`src/lpp_pkg.sv`:
```
// Package for the parallel host port of the dot-matrix display controller.
// Assumes a single 10 MHz system clock and synchronous pin inputs.
`default_nettype none

package lpp_pkg;

    // ****************************************************************
    // Bus widths and style codes
    // ****************************************************************
    localparam int unsigned DATA_W      = 8;
    localparam logic        STYLE_8080  = 1'b0;
    localparam logic        STYLE_6800  = 1'b1;
    localparam logic        DIR_READ    = 1'b1;
    localparam logic        SEL_DISPLAY = 1'b1;

    // ****************************************************************
    // Reset values and instruction codes
    // ****************************************************************
    localparam logic [7:0]  RST_BYTE    = 8'h00;
    localparam logic [7:0]  RST_READ    = 8'h00;
    localparam logic [7:0]  CMD_SW_RST  = 8'hE2;

    // One-hot port state: idle, completed write strobe, or read
    typedef enum logic [2:0] {
        LPP_IDLE  = 3'b001,
        LPP_WRITE = 3'b010,
        LPP_READ  = 3'b100
    } lpp_state_t;

endpackage : lpp_pkg

`default_nettype wire

```
`src/lpp_strobe_if.sv`:
```
// Interface carrying decoded strobe events from the decoder to the port.
// Assumes both ends sit on sys_clk.
`default_nettype none

interface lpp_strobe_if;
    logic       wr_done;
    logic       rd_active;
    logic [7:0] wr_byte;
    logic       wr_sel;

    modport decoder (output wr_done, output rd_active,
                     output wr_byte, output wr_sel);
    modport port    (input wr_done, input rd_active,
                     input wr_byte, input wr_sel);
endinterface : lpp_strobe_if

`default_nettype wire

```
`src/lpp_strobe_dec.sv`:
```
// Strobe decoder: turns raw bus pins into write-done pulses and read level.
// Assumes pins are synchronous to sys_clk.
`default_nettype none

module lpp_strobe_dec
    import lpp_pkg::*;
(
    input  wire logic       sys_clk,
    input  wire logic       nrst,
    input  wire logic       chip_select_n,
    input  wire logic       host_bus_style_select,
    input  wire logic       enable_or_fetch_strobe,
    input  wire logic       direction_or_store_strobe,
    input  wire logic       cmd_data_select,
    input  wire logic [7:0] host_data_lines_in,
    lpp_strobe_if.decoder   dec
);
    logic       en_prev_ff,  nxt_en_prev;
    logic       wr_prev_ff,  nxt_wr_prev;
    logic [7:0] byte_ff,     nxt_byte;
    logic       sel_ff,      nxt_sel;
    logic       is6800;

    // ****************************************************************
    // Byte tracking on every cycle
    // ****************************************************************
    always_comb begin
        is6800      = (host_bus_style_select == STYLE_6800);
        nxt_en_prev = enable_or_fetch_strobe & ~chip_select_n;
        nxt_wr_prev = ~direction_or_store_strobe & ~chip_select_n;
        // Register a sample every cycle so the edge uses the previous cycle's byte
        nxt_byte    = host_data_lines_in;
        nxt_sel     = cmd_data_select;
    end

    always_ff @(posedge sys_clk or negedge nrst) begin
        if (!nrst) begin
            en_prev_ff <= 1'b0;
            wr_prev_ff <= 1'b0;
            byte_ff    <= RST_BYTE;
            sel_ff     <= 1'b0;
        end else begin
            en_prev_ff <= nxt_en_prev;
            wr_prev_ff <= nxt_wr_prev;
            byte_ff    <= nxt_byte;
            sel_ff     <= nxt_sel;
        end
    end

    // Falling E in 6800 write, rising /WR in 8080
    assign dec.wr_done = is6800
        ? (en_prev_ff & ~enable_or_fetch_strobe
           & (direction_or_store_strobe != DIR_READ))
        : (wr_prev_ff & direction_or_store_strobe);
    assign dec.wr_byte = byte_ff;
    assign dec.wr_sel  = sel_ff;
    assign dec.rd_active = ~chip_select_n & (is6800
        ? (enable_or_fetch_strobe & (direction_or_store_strobe == DIR_READ))
        : ~enable_or_fetch_strobe);

endmodule : lpp_strobe_dec // lpp_strobe_dec

`default_nettype wire

```
`src/lpp_port.sv`:
```
// Parallel host port: 6800/8080 bus front end of the display controller.
// Assumes synchronous pins and an external tristate resolver on the data bus.
`default_nettype none

// Summary of operation
// - Accesses happen only with chip select low; otherwise bus ignored, undriven.
// - Select high means display data, low means command byte.
// - Eight-bit two-way data bus, sampled on writes, driven only on reads.
// - Style strap low gives 8080 strobes, high gives 6800 strobes.
// - In 6800 style direction high reads, low writes.
// - 6800 read drives the bus while enable is high.
// - 6800 write captures the byte at falling enable.
// - 8080 read drives the bus while read strobe is low.
// - Hardware reset low initializes the whole port.
// - Software reset restores line, column, page, direction; keeps RAM. The port only pulses soft_reset on command byte E2.
module lpp_port
    import lpp_pkg::*;
(
    input  wire logic       sys_clk,
    input  wire logic       nrst,
    input  wire logic       hardware_reset_n,
    input  wire logic       chip_select_n,
    input  wire logic       host_bus_style_select,
    input  wire logic       enable_or_fetch_strobe,
    input  wire logic       direction_or_store_strobe,
    input  wire logic       cmd_data_select,
    input  wire logic [7:0] host_data_lines_in,
    output logic      [7:0] host_data_lines_out,
    output logic            host_data_lines_oe,
    input  wire logic [7:0] read_byte,
    output logic            cmd_valid,
    output logic      [7:0] cmd_byte,
    output logic            disp_valid,
    output logic      [7:0] disp_byte,
    output logic            soft_reset
);
    import lpp_pkg::*;

    lpp_strobe_if sif ();
    logic       rst_all_n;
    assign rst_all_n = nrst & hardware_reset_n;

    lpp_strobe_dec u_dec (
        .sys_clk                   (sys_clk),
        .nrst                      (rst_all_n),
        .chip_select_n             (chip_select_n),
        .host_bus_style_select     (host_bus_style_select),
        .enable_or_fetch_strobe    (enable_or_fetch_strobe),
        .direction_or_store_strobe (direction_or_store_strobe),
        .cmd_data_select           (cmd_data_select),
        .host_data_lines_in        (host_data_lines_in),
        .dec                       (sif)
    );

    // ****************************************************************
    // Port state
    // ****************************************************************
    lpp_state_t state_ff, nxt_state;
    logic [7:0] dout_ff,  nxt_dout;
    logic       oe_ff,    nxt_oe;
    logic       cv_ff,    nxt_cv;
    logic       dv_ff,    nxt_dv;
    logic [7:0] cb_ff,    nxt_cb;
    logic [7:0] db_ff,    nxt_db;
    logic       sr_ff,    nxt_sr;

    always_comb begin
        nxt_dout  = dout_ff;
        nxt_cb    = cb_ff;
        nxt_db    = db_ff;
        nxt_cv    = 1'b0;
        nxt_dv    = 1'b0;
        nxt_sr    = 1'b0;
        nxt_oe    = sif.rd_active;
        nxt_state = LPP_IDLE;
        if (sif.rd_active) begin
            nxt_state = LPP_READ;
            nxt_dout  = read_byte;
        end else if (sif.wr_done) begin
            nxt_state = LPP_WRITE;
            if (sif.wr_sel == SEL_DISPLAY) begin
                nxt_dv = 1'b1;
                nxt_db = sif.wr_byte;
            end else begin
                nxt_cv = 1'b1;
                nxt_cb = sif.wr_byte;
                // Soft reset leaves display RAM alone downstream
                nxt_sr = (sif.wr_byte == CMD_SW_RST);
            end
        end
    end

    always_ff @(posedge sys_clk or negedge rst_all_n) begin
        if (!rst_all_n) begin
            state_ff <= LPP_IDLE;
            dout_ff  <= RST_READ;
            oe_ff    <= 1'b0;
            cv_ff    <= 1'b0;
            dv_ff    <= 1'b0;
            cb_ff    <= RST_BYTE;
            db_ff    <= RST_BYTE;
            sr_ff    <= 1'b0;
        end else begin
            state_ff <= nxt_state;
            dout_ff  <= nxt_dout;
            oe_ff    <= nxt_oe;
            cv_ff    <= nxt_cv;
            dv_ff    <= nxt_dv;
            cb_ff    <= nxt_cb;
            db_ff    <= nxt_db;
            sr_ff    <= nxt_sr;
        end
    end

    assign host_data_lines_out = dout_ff;
    assign host_data_lines_oe  = oe_ff;
    assign cmd_valid           = cv_ff;
    assign cmd_byte            = cb_ff;
    assign disp_valid          = dv_ff;
    assign disp_byte           = db_ff;
    assign soft_reset          = sr_ff;

    // ****************************************************************
    // Checks
    // ****************************************************************
    a_desel_no_drive: assert property (@(posedge sys_clk)
        disable iff (!rst_all_n)
        $past(chip_select_n) |-> !host_data_lines_oe)
        else $error("bus driven while deselected");
    a_desel_no_write: assert property (@(posedge sys_clk)
        disable iff (!rst_all_n)
        $past(chip_select_n, 2) && $past(chip_select_n)
        |-> !(cmd_valid || disp_valid))
        else $error("write taken while deselected");
    a_disp_route: assert property (@(posedge sys_clk)
        disable iff (!rst_all_n)
        disp_valid |-> !cmd_valid && $past(sif.wr_sel))
        else $error("display byte misrouted");
    a_cmd_route: assert property (@(posedge sys_clk)
        disable iff (!rst_all_n)
        cmd_valid |-> cmd_byte == $past(sif.wr_byte))
        else $error("command byte wrong");
    a_read_6800: assert property (@(posedge sys_clk)
        disable iff (!rst_all_n)
        host_bus_style_select && !chip_select_n
        && enable_or_fetch_strobe && direction_or_store_strobe
        |=> host_data_lines_oe)
        else $error("6800 read not driven");
    a_read_8080: assert property (@(posedge sys_clk)
        disable iff (!rst_all_n)
        !host_bus_style_select && !chip_select_n && !enable_or_fetch_strobe
        |=> host_data_lines_oe ##0 host_data_lines_out == $past(read_byte))
        else $error("8080 read not driven");
    a_write_6800: assert property (@(posedge sys_clk)
        disable iff (!rst_all_n)
        host_bus_style_select && !chip_select_n
        && enable_or_fetch_strobe && !direction_or_store_strobe
        ##1 !enable_or_fetch_strobe && !direction_or_store_strobe
        |=> cmd_valid || disp_valid)
        else $error("6800 write not captured");
    a_write_8080: assert property (@(posedge sys_clk)
        disable iff (!rst_all_n)
        !host_bus_style_select && !chip_select_n
        && !direction_or_store_strobe && enable_or_fetch_strobe
        ##1 direction_or_store_strobe && enable_or_fetch_strobe
        |=> cmd_valid || disp_valid)
        else $error("8080 write not captured");
    a_soft_reset: assert property (@(posedge sys_clk)
        disable iff (!rst_all_n)
        soft_reset |-> cmd_valid && cmd_byte == CMD_SW_RST)
        else $error("soft reset without command");
    a_hw_reset: assert property (@(posedge sys_clk)
        $rose(rst_all_n) |-> !host_data_lines_oe && !cmd_valid)
        else $error("outputs not cleared by reset");
    a_state_track: assert property (@(posedge sys_clk)
        disable iff (!rst_all_n)
        host_data_lines_oe == (state_ff == LPP_READ)
        && (cmd_valid || disp_valid) == (state_ff == LPP_WRITE))
        else $error("port state out of step");

endmodule : lpp_port // lpp_port

`default_nettype wire

```
`config.mk`:
```
export PLATFORM = sky130hd
export DESIGN_NAME = lpp_port
export DESIGN_NICKNAME = d
export VERILOG_FILES = /design/src/lpp_pkg.sv /design/src/lpp_strobe_if.sv /design/src/lpp_strobe_dec.sv /design/src/lpp_port.sv
export SDC_FILE = /design/constraint.sdc
export NUM_CORES = 1
export LEC_CHECK = 0
export BUFFER_PORTS_ARGS = -buffer_cell sky130_fd_sc_hd__buf_2
export CORE_MARGIN = 2
export CORE_UTILIZATION = 43
export DETAILED_ROUTE_END_ITERATION = 7
export PLACE_DENSITY = 0.74
export SLEW_MARGIN = 15
export SYNTH_ARGS = -nofsm -noshare
export SYNTH_HDL_FRONTEND = slang
export SYNTH_HIERARCHICAL = 1
export SYNTH_SLANG_ARGS = --single-unit
```
`constraint.sdc`:
```
create_clock -name sys_clk -period 1.4 [get_ports sys_clk]
set_input_delay 0.14 -clock sys_clk [delete_from_list [all_inputs] [get_ports sys_clk]]
set_output_delay 0.14 -clock sys_clk [all_outputs]
set_load 0.01 [all_outputs]
```
==> results of run 1 <==
worst min path at each step:
stage | start | to | slack, ps | depth (start not counted)
3_5_place_dp | hardware_reset_n | u_dec/wr_prev_ff$_DFF_PN0_ | 240 | 3
2_1_floorplan | host_data_lines_in[0] | u_dec/dec.wr_byte[0]$_DFF_PN0_ | 170 | 0
6_report | read_byte[7] | host_data_lines_out[7]$_DFFE_PN0P_ | 20 | 2
4_1_cts | read_byte[6] | host_data_lines_out[6]$_DFFE_PN0P_ | 10 | 2
5_1_grt | read_byte[0] | host_data_lines_out[0]$_DFFE_PN0P_ | 5 | 2
3_3_place_gp | hardware_reset_n | disp_valid$_DFF_PN0_ | 230 | 3
sequential cells by signal (all words and copies together) (netlist names):
name                 flops
soft_reset               1
u_dec/wr_prev_ff         1
disp_byte                8
u_dec/dec.wr_sel         1
host_data_lines_oe       1
host_data_lines_out      8
u_dec/dec.wr_byte        8
u_dec/en_prev_ff         1
disp_valid               1
cmd_valid                1
cmd_byte                 8
routing by layer:
| metal | vias up | share of wire [%] | wire, um | GRT usage (%) |
|---|---|---|---|---|
| li1 | 432 | - | - | - |
| met1 | 457 | 38 | 1030 | 18.2 |
| met2 | 24 | 55 | 1480 | 27.8 |
| met3 | 7 | 4.4 | 119 | 6.18 |
| met4 | 0 | 2.9 | 78 | 9.01 |
| met5 | - | 0 | 0 | 0 |
worst max-delay path, delay by kind of cell, from the launching register on:
| family | cells | cell delay (ps) |
|---|---|---|
| and+or+nand+nor | 2 | 290 |
| AOI/OAI and AO/OA | 1 | 170 |
| DFF | 1 | 340 |
| muxes | 1 | 340 |
| buffers and inverters | 1 | 170 |
synthesized netlist by cell type, drive strengths merged:
master   n  area (um2)
nor2     1        3.75
and4b    1        10.0
a31o     1        8.76
inv      1        3.75
buf      2        22.5
mux2    24         270
nand3b   3        35.0
dfrtp   39         976
and3     1        7.51
o21ai    1        5.00
nor3b    1        12.5
nor4b    1        8.76
and2     1        6.26
nor3     1        5.00
nor2b    1        13.8
power groups by stage:
stage                     clock network (mW)  logic [mW]  registers (mW)
after floorplan                            0       0.201            1.52
after global placement                     0       0.532            1.43
after detailed placement                   0       0.544            1.44
after CTS                              0.932       0.578            1.42
after global routing                   0.988       0.634            1.44
final                                  0.915       0.583            1.42
per-stage QoR:
stage	power, mW	worst slack, ps	instance area (um2)	TNS [ps]
5_1_grt	3.06	-70.3	1990	-493
4_1_cts	2.93	-64.2	1960	-456
3_3_place_gp	1.97	-88.6	1710	-703
2_1_floorplan	1.72	5.53	1390	0
3_5_place_dp	1.99	-130	1710	-961
6_report	2.91	-8.93	1990	-15.7
area by class of cell:
cell class	count	area, um2
clock buffer	6	41.3
clock inverter	2	60.1
fill	242	1060
inverter	1	3.75
multi-input combinational	37	399
sequential	39	976
tap	44	55.1
timing repair buffer	72	457
logic make-up (layout without fill, tap and decap cells):
kind of cell	Yosys count	in the layout	synth area share, %
DFF	39	39	70.3
muxes	24	24	19.5
and+or+nand+nor	11	11	7.39
buffers and inverters	3	81	1.89
AOI/OAI and AO/OA	2	2	0.991
what timing repair did:
item,in CTS,in global routing
setup buffers,0,1
gates cloned,0,0
resized for setup,2,2
pin swaps,0,1
hold buffers,14,2
hold endpoints to repair,50,2
endpoints found under the setup margin,8,8
==> out/qor.csv, run 1 <==
stage,metric,value,unit
floorplan,DIE WIDTH,60.8,um
routing,Detail Route Antenna Nets,0,
setup_path,data required time of the critical path,1630,ps
synth,Synth Register Bits,39,
power_and_ir_drop,Comb pwr share,20.0,%
routing,drt wl/cell,13.4,um
synth,mapped cell area,1390,um2
sta,measured slew at the worst slew-check pin,413,ps
setup_path,Critical Path End,cmd_byte[5]$_DFFE_PN0P_,
setup_path,r2r startpoint,u_dec/en_prev_ff$_DFF_PN0_,
sta,Hold Slack,23.9,ps
sta,relative slew slack,72.1,%
run_status,status,"complete, but fails checks",
clock_network,H-tree depth,2,
clock_network,Root Buffer,clkbuf_4,
floorplan,# rows,20,
placed_design,GPL Wtd Cong,0.709,
clock_network,clk sink count,39,
floorplan,die area,3700,um2
flow_run,max_cap viols,0,
floorplan,# IOs,52,
sta,fmax,710,MHz
synth,Yosys cell types,16,
sta,Worst Slack Setup Final,-8.93,ps
setup_path,CP max FO,10,
setup_path,startpoint types,flip-flop,
clock_network,worst skew pair latency,340,ps
sta,Setup-failing EPs final,3,
power_and_ir_drop,clock network fraction of total power,31.4,%
setup_path,crit end category,flip-flop,
routing,Vias/cell,4.58,
floorplan,Core Box Area,3050,um2
final_layout,"Core Util, Final",65.2,%
synth,syn_area_per_cell,17.6,um2
clock_network,clock-pin slew on the worst setup and hold paths,110,ps
global_routing,first-pass GRT wire length,4240,um
setup_path,Worst R2R Setup Slack,-9,ps
clock_network,clock tree from TritonCTS,built,
routing,DRC Markers,0,
synth,post-synthesis sequential area ratio,70.3,%
power_and_ir_drop,leak pwr,1.03,nW
final_layout,Ant. Diodes,0,
power_and_ir_drop,Max IR drop VDD,0.000750,V
power_and_ir_drop,pwr dens,1460,nW/um2
power_and_ir_drop,sequential share of power,48.6,%
sta,"Hold Violations, Final",0,
final_layout,"commonest non-fill, non-tap cell in the layout",buf_2,
routing,Detailed Route WL,2700,um
final_layout,Synth-to-Final Area Change,43.4,%
global_routing,total grt overflow,0,
clock_network,Longest Clk Path Bufs,2,
setup_path,slowest stage cell on the critical path,dfrtp_1,
setup_path,Crit Reg-Reg Endpoint,cmd_byte[5]$_DFFE_PN0P_,
setup_path,r2r worst-path depth,5,
synth,synth warn,6,
sta,Final Skew,8.81,ps
setup_path,Crit. Startpoint,u_dec/en_prev_ff$_DFF_PN0_,
floorplan,Initial Utilization,45.5,%
power_and_ir_drop,Psw,0.706,mW
sta,RSZ-0062 raised after global routing,true,
power_and_ir_drop,Internal Pwr Total,2.21,mW
final_layout,layout cell share with drive strength beyond 1,59.2,%
global_routing,largest net degree at the start of global routing,23,
sta,min cycle time layout,1410,ps
setup_path,critical path cell sequence,nand3b_1 -> o21ai_2 -> nor3b_2 -> buf_6 -> mux2_2,
synth,Mapped Cells,79,
sta,period utilization,101,%
synth,syn nets,103,
setup_path,max incr delay on CP,340,ps
routing,initial drt markers,24,
routing,DR vias,920,
setup_path,WS Path Type,flip-flop to flip-flop,
final_layout,Layout Nets,180,
final_layout,Layout Cells excl Fill,201,
run_status,failing checks,setup timing,
sta,Slew Limit Fails,0,
floorplan,die height,60.8,um
power_and_ir_drop,Net Sw Frac,24.2,%
global_routing,Total GRT Usage,16.6,%
clock_network,Num CTS Buffers,5,
final_layout,"commonest cells after routing, fill and taps aside","buf_2, dfrtp_1, mux2_2, dlygate4sd3_1, clkbuf_4",
hold_path,Hold Path Class,input port to flip-flop,
routing,first drt pass iteration count,4,
placed_design,post-DP HPWL,1890,um
setup_path,crit path DAT,1640,ps
global_routing,vias in the first global route,943,
placed_design,Placed Cells,176,
global_routing,initial antenna violation count,0,
placed_design,Port-buffer cells,51,
No activity file was read; power rests on OpenSTA's default activity.
==> run 2, diff against run 1 <==
- SYNTH_HIERARCHICAL: 1 -> unset
- clock period: 1.4 -> 1.2 ns (I/O delays scaled with it)
==> run 2 against run 1 <==
The run still ends with setup timing left. Maximum frequency shrank 4.5%. Count of clock-buffer cells in the layout shrank 1. Sequential share of layout area shrank 3.0 points. Via count grew 6.0%. Core utilization grew 3.7 points. Register-to-register slack lost 270 ps. Global-route usage grew 1.3 points. Non-clock buffer count grew 4. First-iteration DRC count shrank 33%. Critical path depth shrank 2. Combinational power grew 30%. Critical endpoint is now cmd_byte[2]$_DFFE_PN0P_. Largest power group unchanged.
==> out/qor.csv, run 2 <==
stage,metric,value,unit,change
run_status,status,"complete, but fails checks",,
run_status,failing checks,setup timing,,
sta,Final Skew,13.5,ps,+4.66 ps
synth,synth warn,0,,-6
clock_network,Num CTS Buffers,5,,unchanged
sta,"Hold Violations, Final",0,,unchanged
power_and_ir_drop,sequential share of power,50.4,%,+1.8 points
global_routing,initial antenna violation count,0,,unchanged
synth,Synth top cells by count,"dfrtp_1, mux2_2, inv_1",,
floorplan,# IOs,52,,unchanged
synth,syn_area_per_cell,17.4,um2,-1.2%
sta,Worst Slack Setup Final,-276,ps,-267 ps
synth,Yosys cell types,19,,+3
routing,DR WL met2,1490,um,+1.2%
power_and_ir_drop,Psw,0.882,mW,+25%
global_routing,Total GRT Usage,17.9,%,+1.3 points
power_and_ir_drop,Max IR drop VDD,0.00109,V,+45%
power_and_ir_drop,Comb pwr share,23.0,%,+3.0 points
routing,Detailed Route WL,2960,um,+9.5%
final_layout,fin area,2120,um2,+6.5%
global_routing,vias in the first global route,1052,,+12%
synth,post-synthesis sequential area ratio,69.3,%,-0.94 points
setup_path,CP max FO,5,,-5
synth,Yosys top cell by area,dfrtp_1,,
final_layout,Layout Nets,188,,+4.4%
setup_path,r2r worst-path depth,3,,-2
sta,Slew Limit Fails,0,,unchanged
sta,min cycle time layout,1480,ps,+66.7 ps
setup_path,data required time of the critical path,1440,ps,-190 ps
floorplan,die height,61.2,um,+0.63%
floorplan,die area,3750,um2,+1.3%
clock_network,clock-pin slew on the worst setup and hold paths,120,ps,about the same
clock_network,worst skew pair latency,350,ps,about the same
setup_path,Crit. Startpoint,u_dec.dec.wr_sel$_DFF_PN0_,,
global_routing,total grt overflow,0,,unchanged
routing,Vias/cell,4.67,,+1.9%
clock_network,Root Buffer,clkbuf_4,,
synth,mapped cell area,1410,um2,+1.4%
clock_network,clock tree from TritonCTS,built,,
final_layout,Ant. Diodes,0,,unchanged
sta,RSZ-0062 raised after global routing,true,,
setup_path,r2r startpoint,u_dec.dec.wr_sel$_DFF_PN0_,,
final_layout,"commonest non-fill, non-tap cell in the layout",buf_2,,
sta,period utilization,123,%,+22 points
floorplan,Initial Utilization,45.7,%,+0.24 points
synth,Yosys top cell area share,69.3,%,-0.94 points
clock_network,Longest Clk Path Bufs,2,,unchanged
synth,"Async S/R FF share, synth",100,%,unchanged
setup_path,Crit Reg-Reg Endpoint,cmd_byte[2]$_DFFE_PN0P_,,
final_layout,"commonest cells after routing, fill and taps aside","buf_2, dfrtp_1, dlygate4sd3_1, mux2_2, mux2_4",,
power_and_ir_drop,pwr dens,1560,nW/um2,+6.4%
sta,Setup-failing EPs final,18,,+15
flow_run,max_cap viols,0,,unchanged
placed_design,GPL Wtd Cong,0.668,,-5.8%
sta,relative slew slack,76.8,%,+4.6 points
final_layout,register area,976,um2,unchanged
routing,DR top layer,met4,,
routing,drt wl/cell,14.1,um,+5.3%
routing,DR vias,975,,+6.0%
setup_path,startpoint types,flip-flop,,
floorplan,# rows,20,,unchanged
final_layout,Layout Cells excl Fill,209,,+4.0%
power_and_ir_drop,Net Sw Frac,26.7,%,+2.5 points
synth,largest cells by area after synthesis,"dfrtp_1, mux2_2, o2bb2ai_4",,
routing,Metal-1 WL,1230,um,+20%
routing,length of routed met3 wiring,227,um,+91%
power_and_ir_drop,leak pwr,1.08,nW,+4.9%
synth,Synth Register Bits,39,,unchanged
setup_path,crit path DAT,1720,ps,+80 ps
setup_path,Worst R2R Setup Slack,-280,ps,-270 ps
synth,syn nets,105,,+1.9%
placed_design,Port-buffer cells,51,,unchanged
synth,Post-synth EDFFs,0,,unchanged
final_layout,layout cell share with drive strength beyond 1,60.0,%,+0.76 points
power_and_ir_drop,clock network fraction of total power,26.6,%,-4.8 points
final_layout,"Core Util, Final",68.9,%,+3.7 points
routing,Detail Route Antenna Nets,0,,unchanged
floorplan,Core Box Area,3080,um2,+0.82%
synth,"Top FF cell, synth",dfrtp_1,,
setup_path,WS Path Type,flip-flop to flip-flop,,
placed_design,post-DP HPWL,1840,um,-2.2%
setup_path,crit end category,flip-flop,,
final_layout,area occupied by multi-input gates,498,um2,+25%
sta,Hold Slack,44.7,ps,+20.7 ps
global_routing,first-pass GRT wire length,4640,um,+9.6%
synth,Mapped Cells,81,,+2.5%
final_layout,Filler cells,228,,-5.8%
floorplan,DIE WIDTH,61.2,um,+0.63%
setup_path,Critical Path End,cmd_byte[2]$_DFFE_PN0P_,,
power_and_ir_drop,Internal Pwr Total,2.42,mW,+9.5%
clock_network,H-tree depth,2,,unchanged
sta,measured slew at the worst slew-check pin,349,ps,-63.9 ps
clock_network,clk sink count,39,,unchanged
placed_design,placed inst area,1800,um2,+5.3%
placed_design,Place WS,-323,ps,-193 ps
hold_path,Hold Path Class,input port to flip-flop,,
routing,DRC Markers,0,,unchanged
routing,first drt pass iteration count,6,,+2
synth,dominant cell by count in the synthesized netlist,dfrtp_1,,
global_routing,largest net degree at the start of global routing,40,,+74%
final_layout,Synth-to-Final Area Change,50.7,%,
sta,fmax,678,MHz,-4.5%
placed_design,Placed Cells,180,,+2.3%
routing,initial drt markers,16,,-33%
run 2: worst min path at each step:
stage | from | endpoint | slack (ps) | depth (start not counted)
after global placement | hardware_reset_n | disp_byte[3]$_DFFE_PN0P_ | 210 | 3
after CTS | read_byte[3] | host_data_lines_out[3]$_DFFE_PN0P_ | 0.6 | 2
after global routing | enable_or_fetch_strobe | u_dec.en_prev_ff$_DFF_PN0_ | 20 | 2
after floorplan | host_data_lines_in[0] | u_dec.dec.wr_byte[0]$_DFF_PN0_ | 150 | 0
final | direction_or_store_strobe | u_dec.wr_prev_ff$_DFF_PN0_ | 40 | 3
after detailed placement | hardware_reset_n | u_dec.dec.wr_byte[4]$_DFF_PN0_ | 220 | 3
run 2: area by class of cell:
cell class | instances | share of cell area, %
Multi-Input combinational cell | 40 | 23.5
Clock inverter | 3 | 2.06
Tap cell | 44 | 2.60
Timing Repair Buffer | 76 | 23.7
Sequential cell | 39 | 46.0
Inverter | 2 | 0.354
Clock buffer | 5 | 1.77
run 2: power groups by stage:
| stage | clock [mW] | sequential, mW | combinational (mW) |
|---|---|---|---|
| after global routing | 0.972 | 1.69 | 0.820 |
| after floorplan | 0 | 1.77 | 0.277 |
| after detailed placement | 0 | 1.68 | 0.694 |
| final | 0.879 | 1.66 | 0.758 |
| after CTS | 0.910 | 1.66 | 0.763 |
| after global placement | 0 | 1.67 | 0.670 |
run 2: cells by family after synthesis:
| group | share of synthesized area (%) |
|---|---|
| DFF | 69.3 |
| muxes | 19.2 |
| and+or+nand+nor | 6.05 |
| AOI/OAI and AO/OA | 4.36 |
| buffers and inverters | 1.07 |
run 2: worst max-delay path, stage by stage, from the launching register on:
cell       delay [ps]
dfrtp_1           390
or3b_4            410
o2bb2ai_4         210
mux2_2            360
run 2: timing repair:
item	4_1_cts	5_1_grt
pin swaps	3	1
gates cloned	1	0
hold buffers	18	1
buffers inserted	0	1
endpoints found under the hold margin	55	1
endpoints found under the setup margin	17	17
resized for setup	6	0
run 2: metrics by stage:
step                setup TNS, ps  total power [mW]
global placement            -5290              2.34
CTS                         -3470              3.33
floorplan                   -3330              2.05
detailed placement          -6160              2.37
finish                      -3270              3.30
global route                -3850              3.48
run 2: metal layers:
metal / vias up / GRT usage, %
met5: - / 0
met4: 0 / 5.59
met3: 2 / 9.24
met2: 45 / 29.6
met1: 479 / 20.2
li1: 449 / -
==> run 3, diff against run 2 <==
- RECOVER_POWER: unset -> 100
==> run 3 against run 2 <==
The flow still finishes with violations (setup timing). Critical path depth is the same. Clock power grew 0.6%. Non-clock buffer count is the same. Critical path type unchanged. Die area is the same.
==> out/qor.csv, run 3 (synthesis gave the netlist of run 2 again) <==
stage,metric,value,unit,change
run_status,status,"complete, but fails checks",,
run_status,failing checks,setup timing,,
placed_design,Port-buffer cells,51,,unchanged
global_routing,first-pass GRT wire length,4640,um,unchanged
power_and_ir_drop,overall power,3.25,mW,-1.6%
routing,initial drt markers,14,,-2
sta,relative slew slack,49.1,%,-28 points
sta,fmax,677,MHz,-0.16%
final_layout,register area,976,um2,unchanged
placed_design,GPL Wtd Cong,0.668,,unchanged
sta,measured slew at the worst slew-check pin,764,ps,+415 ps
hold_path,Hold Path Class,input port to flip-flop,,
sta,Final Skew,13.1,ps,-0.366 ps
final_layout,Layout Cells excl Fill,209,,unchanged
clock_network,clk sink count,39,,unchanged
floorplan,die height,61.2,um,unchanged
power_and_ir_drop,Max IR drop VDD,0.00110,V,+1.3%
floorplan,DIE WIDTH,61.2,um,unchanged
final_layout,Ant. Diodes,0,,unchanged
placed_design,Place WS,-323,ps,unchanged
setup_path,crit end category,flip-flop,,
final_layout,Filler cells,246,,+7.9%
clock_network,Root Buffer,clkbuf_4,,
floorplan,Core Box Area,3080,um2,unchanged
floorplan,Initial Utilization,45.7,%,unchanged
routing,DRC Markers,0,,unchanged
clock_network,clock tree from TritonCTS,built,,
clock_network,Longest Clk Path Bufs,2,,unchanged
global_routing,largest net degree at the start of global routing,40,,unchanged
clock_network,worst skew pair latency,360,ps,about the same
final_layout,Layout Nets,188,,unchanged
floorplan,die area,3750,um2,unchanged
sta,min cycle time layout,1480,ps,+2.41 ps
power_and_ir_drop,leak pwr,0.981,nW,-8.9%
floorplan,# rows,20,,unchanged
clock_network,Num CTS Buffers,5,,unchanged
global_routing,Total GRT Usage,17.9,%,unchanged
final_layout,Synth-to-Final Area Change,47.0,%,
global_routing,total grt overflow,0,,unchanged
routing,DR vias,976,,+0.10%
final_layout,area occupied by multi-input gates,487,um2,-2.3%
final_layout,"commonest cells after routing, fill and taps aside","dfrtp_1, clkbuf_1, buf_2, dlygate4sd3_1, mux2_2",,
sta,"Hold Violations, Final",0,,unchanged
flow_run,max_cap viols,0,,unchanged
setup_path,crit path DAT,1720,ps,about the same
clock_network,H-tree depth,2,,unchanged
clock_network,clock-pin slew on the worst setup and hold paths,120,ps,about the same
routing,Detailed Route WL,2970,um,+0.37%
placed_design,post-DP HPWL,1840,um,unchanged
sta,period utilization,123,%,+0.20 points
global_routing,initial antenna violation count,0,,unchanged
floorplan,# IOs,52,,unchanged
sta,Slew Limit Fails,0,,unchanged
setup_path,CP max FO,5,,unchanged
routing,Vias/cell,4.67,,+0.10%
power_and_ir_drop,pwr dens,1570,nW/um2,+0.86%
sta,Hold Slack,42.0,ps,-2.68 ps
routing,drt wl/cell,14.2,um,+0.37%
final_layout,layout cell share with drive strength beyond 1,41.2,%,-19 points
placed_design,Placed Cells,180,,unchanged
setup_path,data required time of the critical path,1450,ps,about the same
global_routing,vias in the first global route,1052,,unchanged
setup_path,WS Path Type,flip-flop to flip-flop,,
sta,Worst Slack Setup Final,-278,ps,-2.41 ps
setup_path,startpoint types,flip-flop,,
sta,RSZ-0062 raised after global routing,true,,
routing,Detail Route Antenna Nets,0,,unchanged
final_layout,"commonest non-fill, non-tap cell in the layout",dfrtp_1,,
routing,first drt pass iteration count,6,,unchanged
sta,Setup-failing EPs final,26,,+8
## run 3: layout make-up
| type | instances | area share, % |
|---|---|---|
| timing repair buffer | 76 | 22.4 |
| sequential | 39 | 47.2 |
| tap | 44 | 2.66 |
| clock inverter | 3 | 2.12 |
| clock buffer | 5 | 1.81 |
| inverter | 2 | 0.363 |
| multi-input combinational | 40 | 23.5 |
## run 3: power breakdown
part,internal [mW],switching [mW],total (mW)
clock network,0.438,0.445,0.884
registers,1.54,0.131,1.67
logic,0.383,0.314,0.696
total,2.36,0.890,3.25
## run 3: final timing paths
kind,from,to,slack [ps],cells past startpoint
max in group asynchronous,hardware_reset_n,u_dec.dec.wr_byte[0]$_DFF_PN0_,60,5
min in group asynchronous,nrst,disp_byte[3]$_DFFE_PN0P_,400,4
max reg2reg,u_dec.dec.wr_sel$_DFF_PN0_,cmd_byte[2]$_DFFE_PN0P_,-280,3
min reg2reg,host_data_lines_out[7]$_DFFE_PN0P_,host_data_lines_out[7]$_DFFE_PN0P_,520,1
min,direction_or_store_strobe,u_dec.wr_prev_ff$_DFF_PN0_,40,3
max,u_dec.dec.wr_sel$_DFF_PN0_,cmd_byte[2]$_DFFE_PN0P_,-280,3
## run 3: through the flow
stage                     util, %  area, um2  setup TNS, ps
after global placement       58.5       1800          -5290
after global routing         67.2       2070          -5450
after CTS                    68.3       2100          -3470
after floorplan                 -       1450          -3330
final                        67.2       2070          -4290
after detailed placement     58.5       1800          -6160
## run 3: per-layer routing
layer	share of wire (%)	GRT usage, %	vias up	wire length, um
li1	-	-	449	-
met4	0.17	5.59	0	5
met2	50	29.6	44	1480
met3	8.3	9.24	2	246
met1	41	20.2	481	1230
met5	0	0	-	0
## run 3: worst max-delay path: stages, from the launching register on
cell and delay [ps]:
dfrtp_1 390, or3b_4 410, o2bb2ai_4 210, mux2_2 360
## run 3: repair_timing
item	4_1_cts	5_1_grt
pin swaps	3	1
cloned	1	0
gates resized for setup	6	0
setup buffers	0	1
endpoints found under the hold margin	55	1
hold buffers	18	1
setup endpoints to repair	17	17
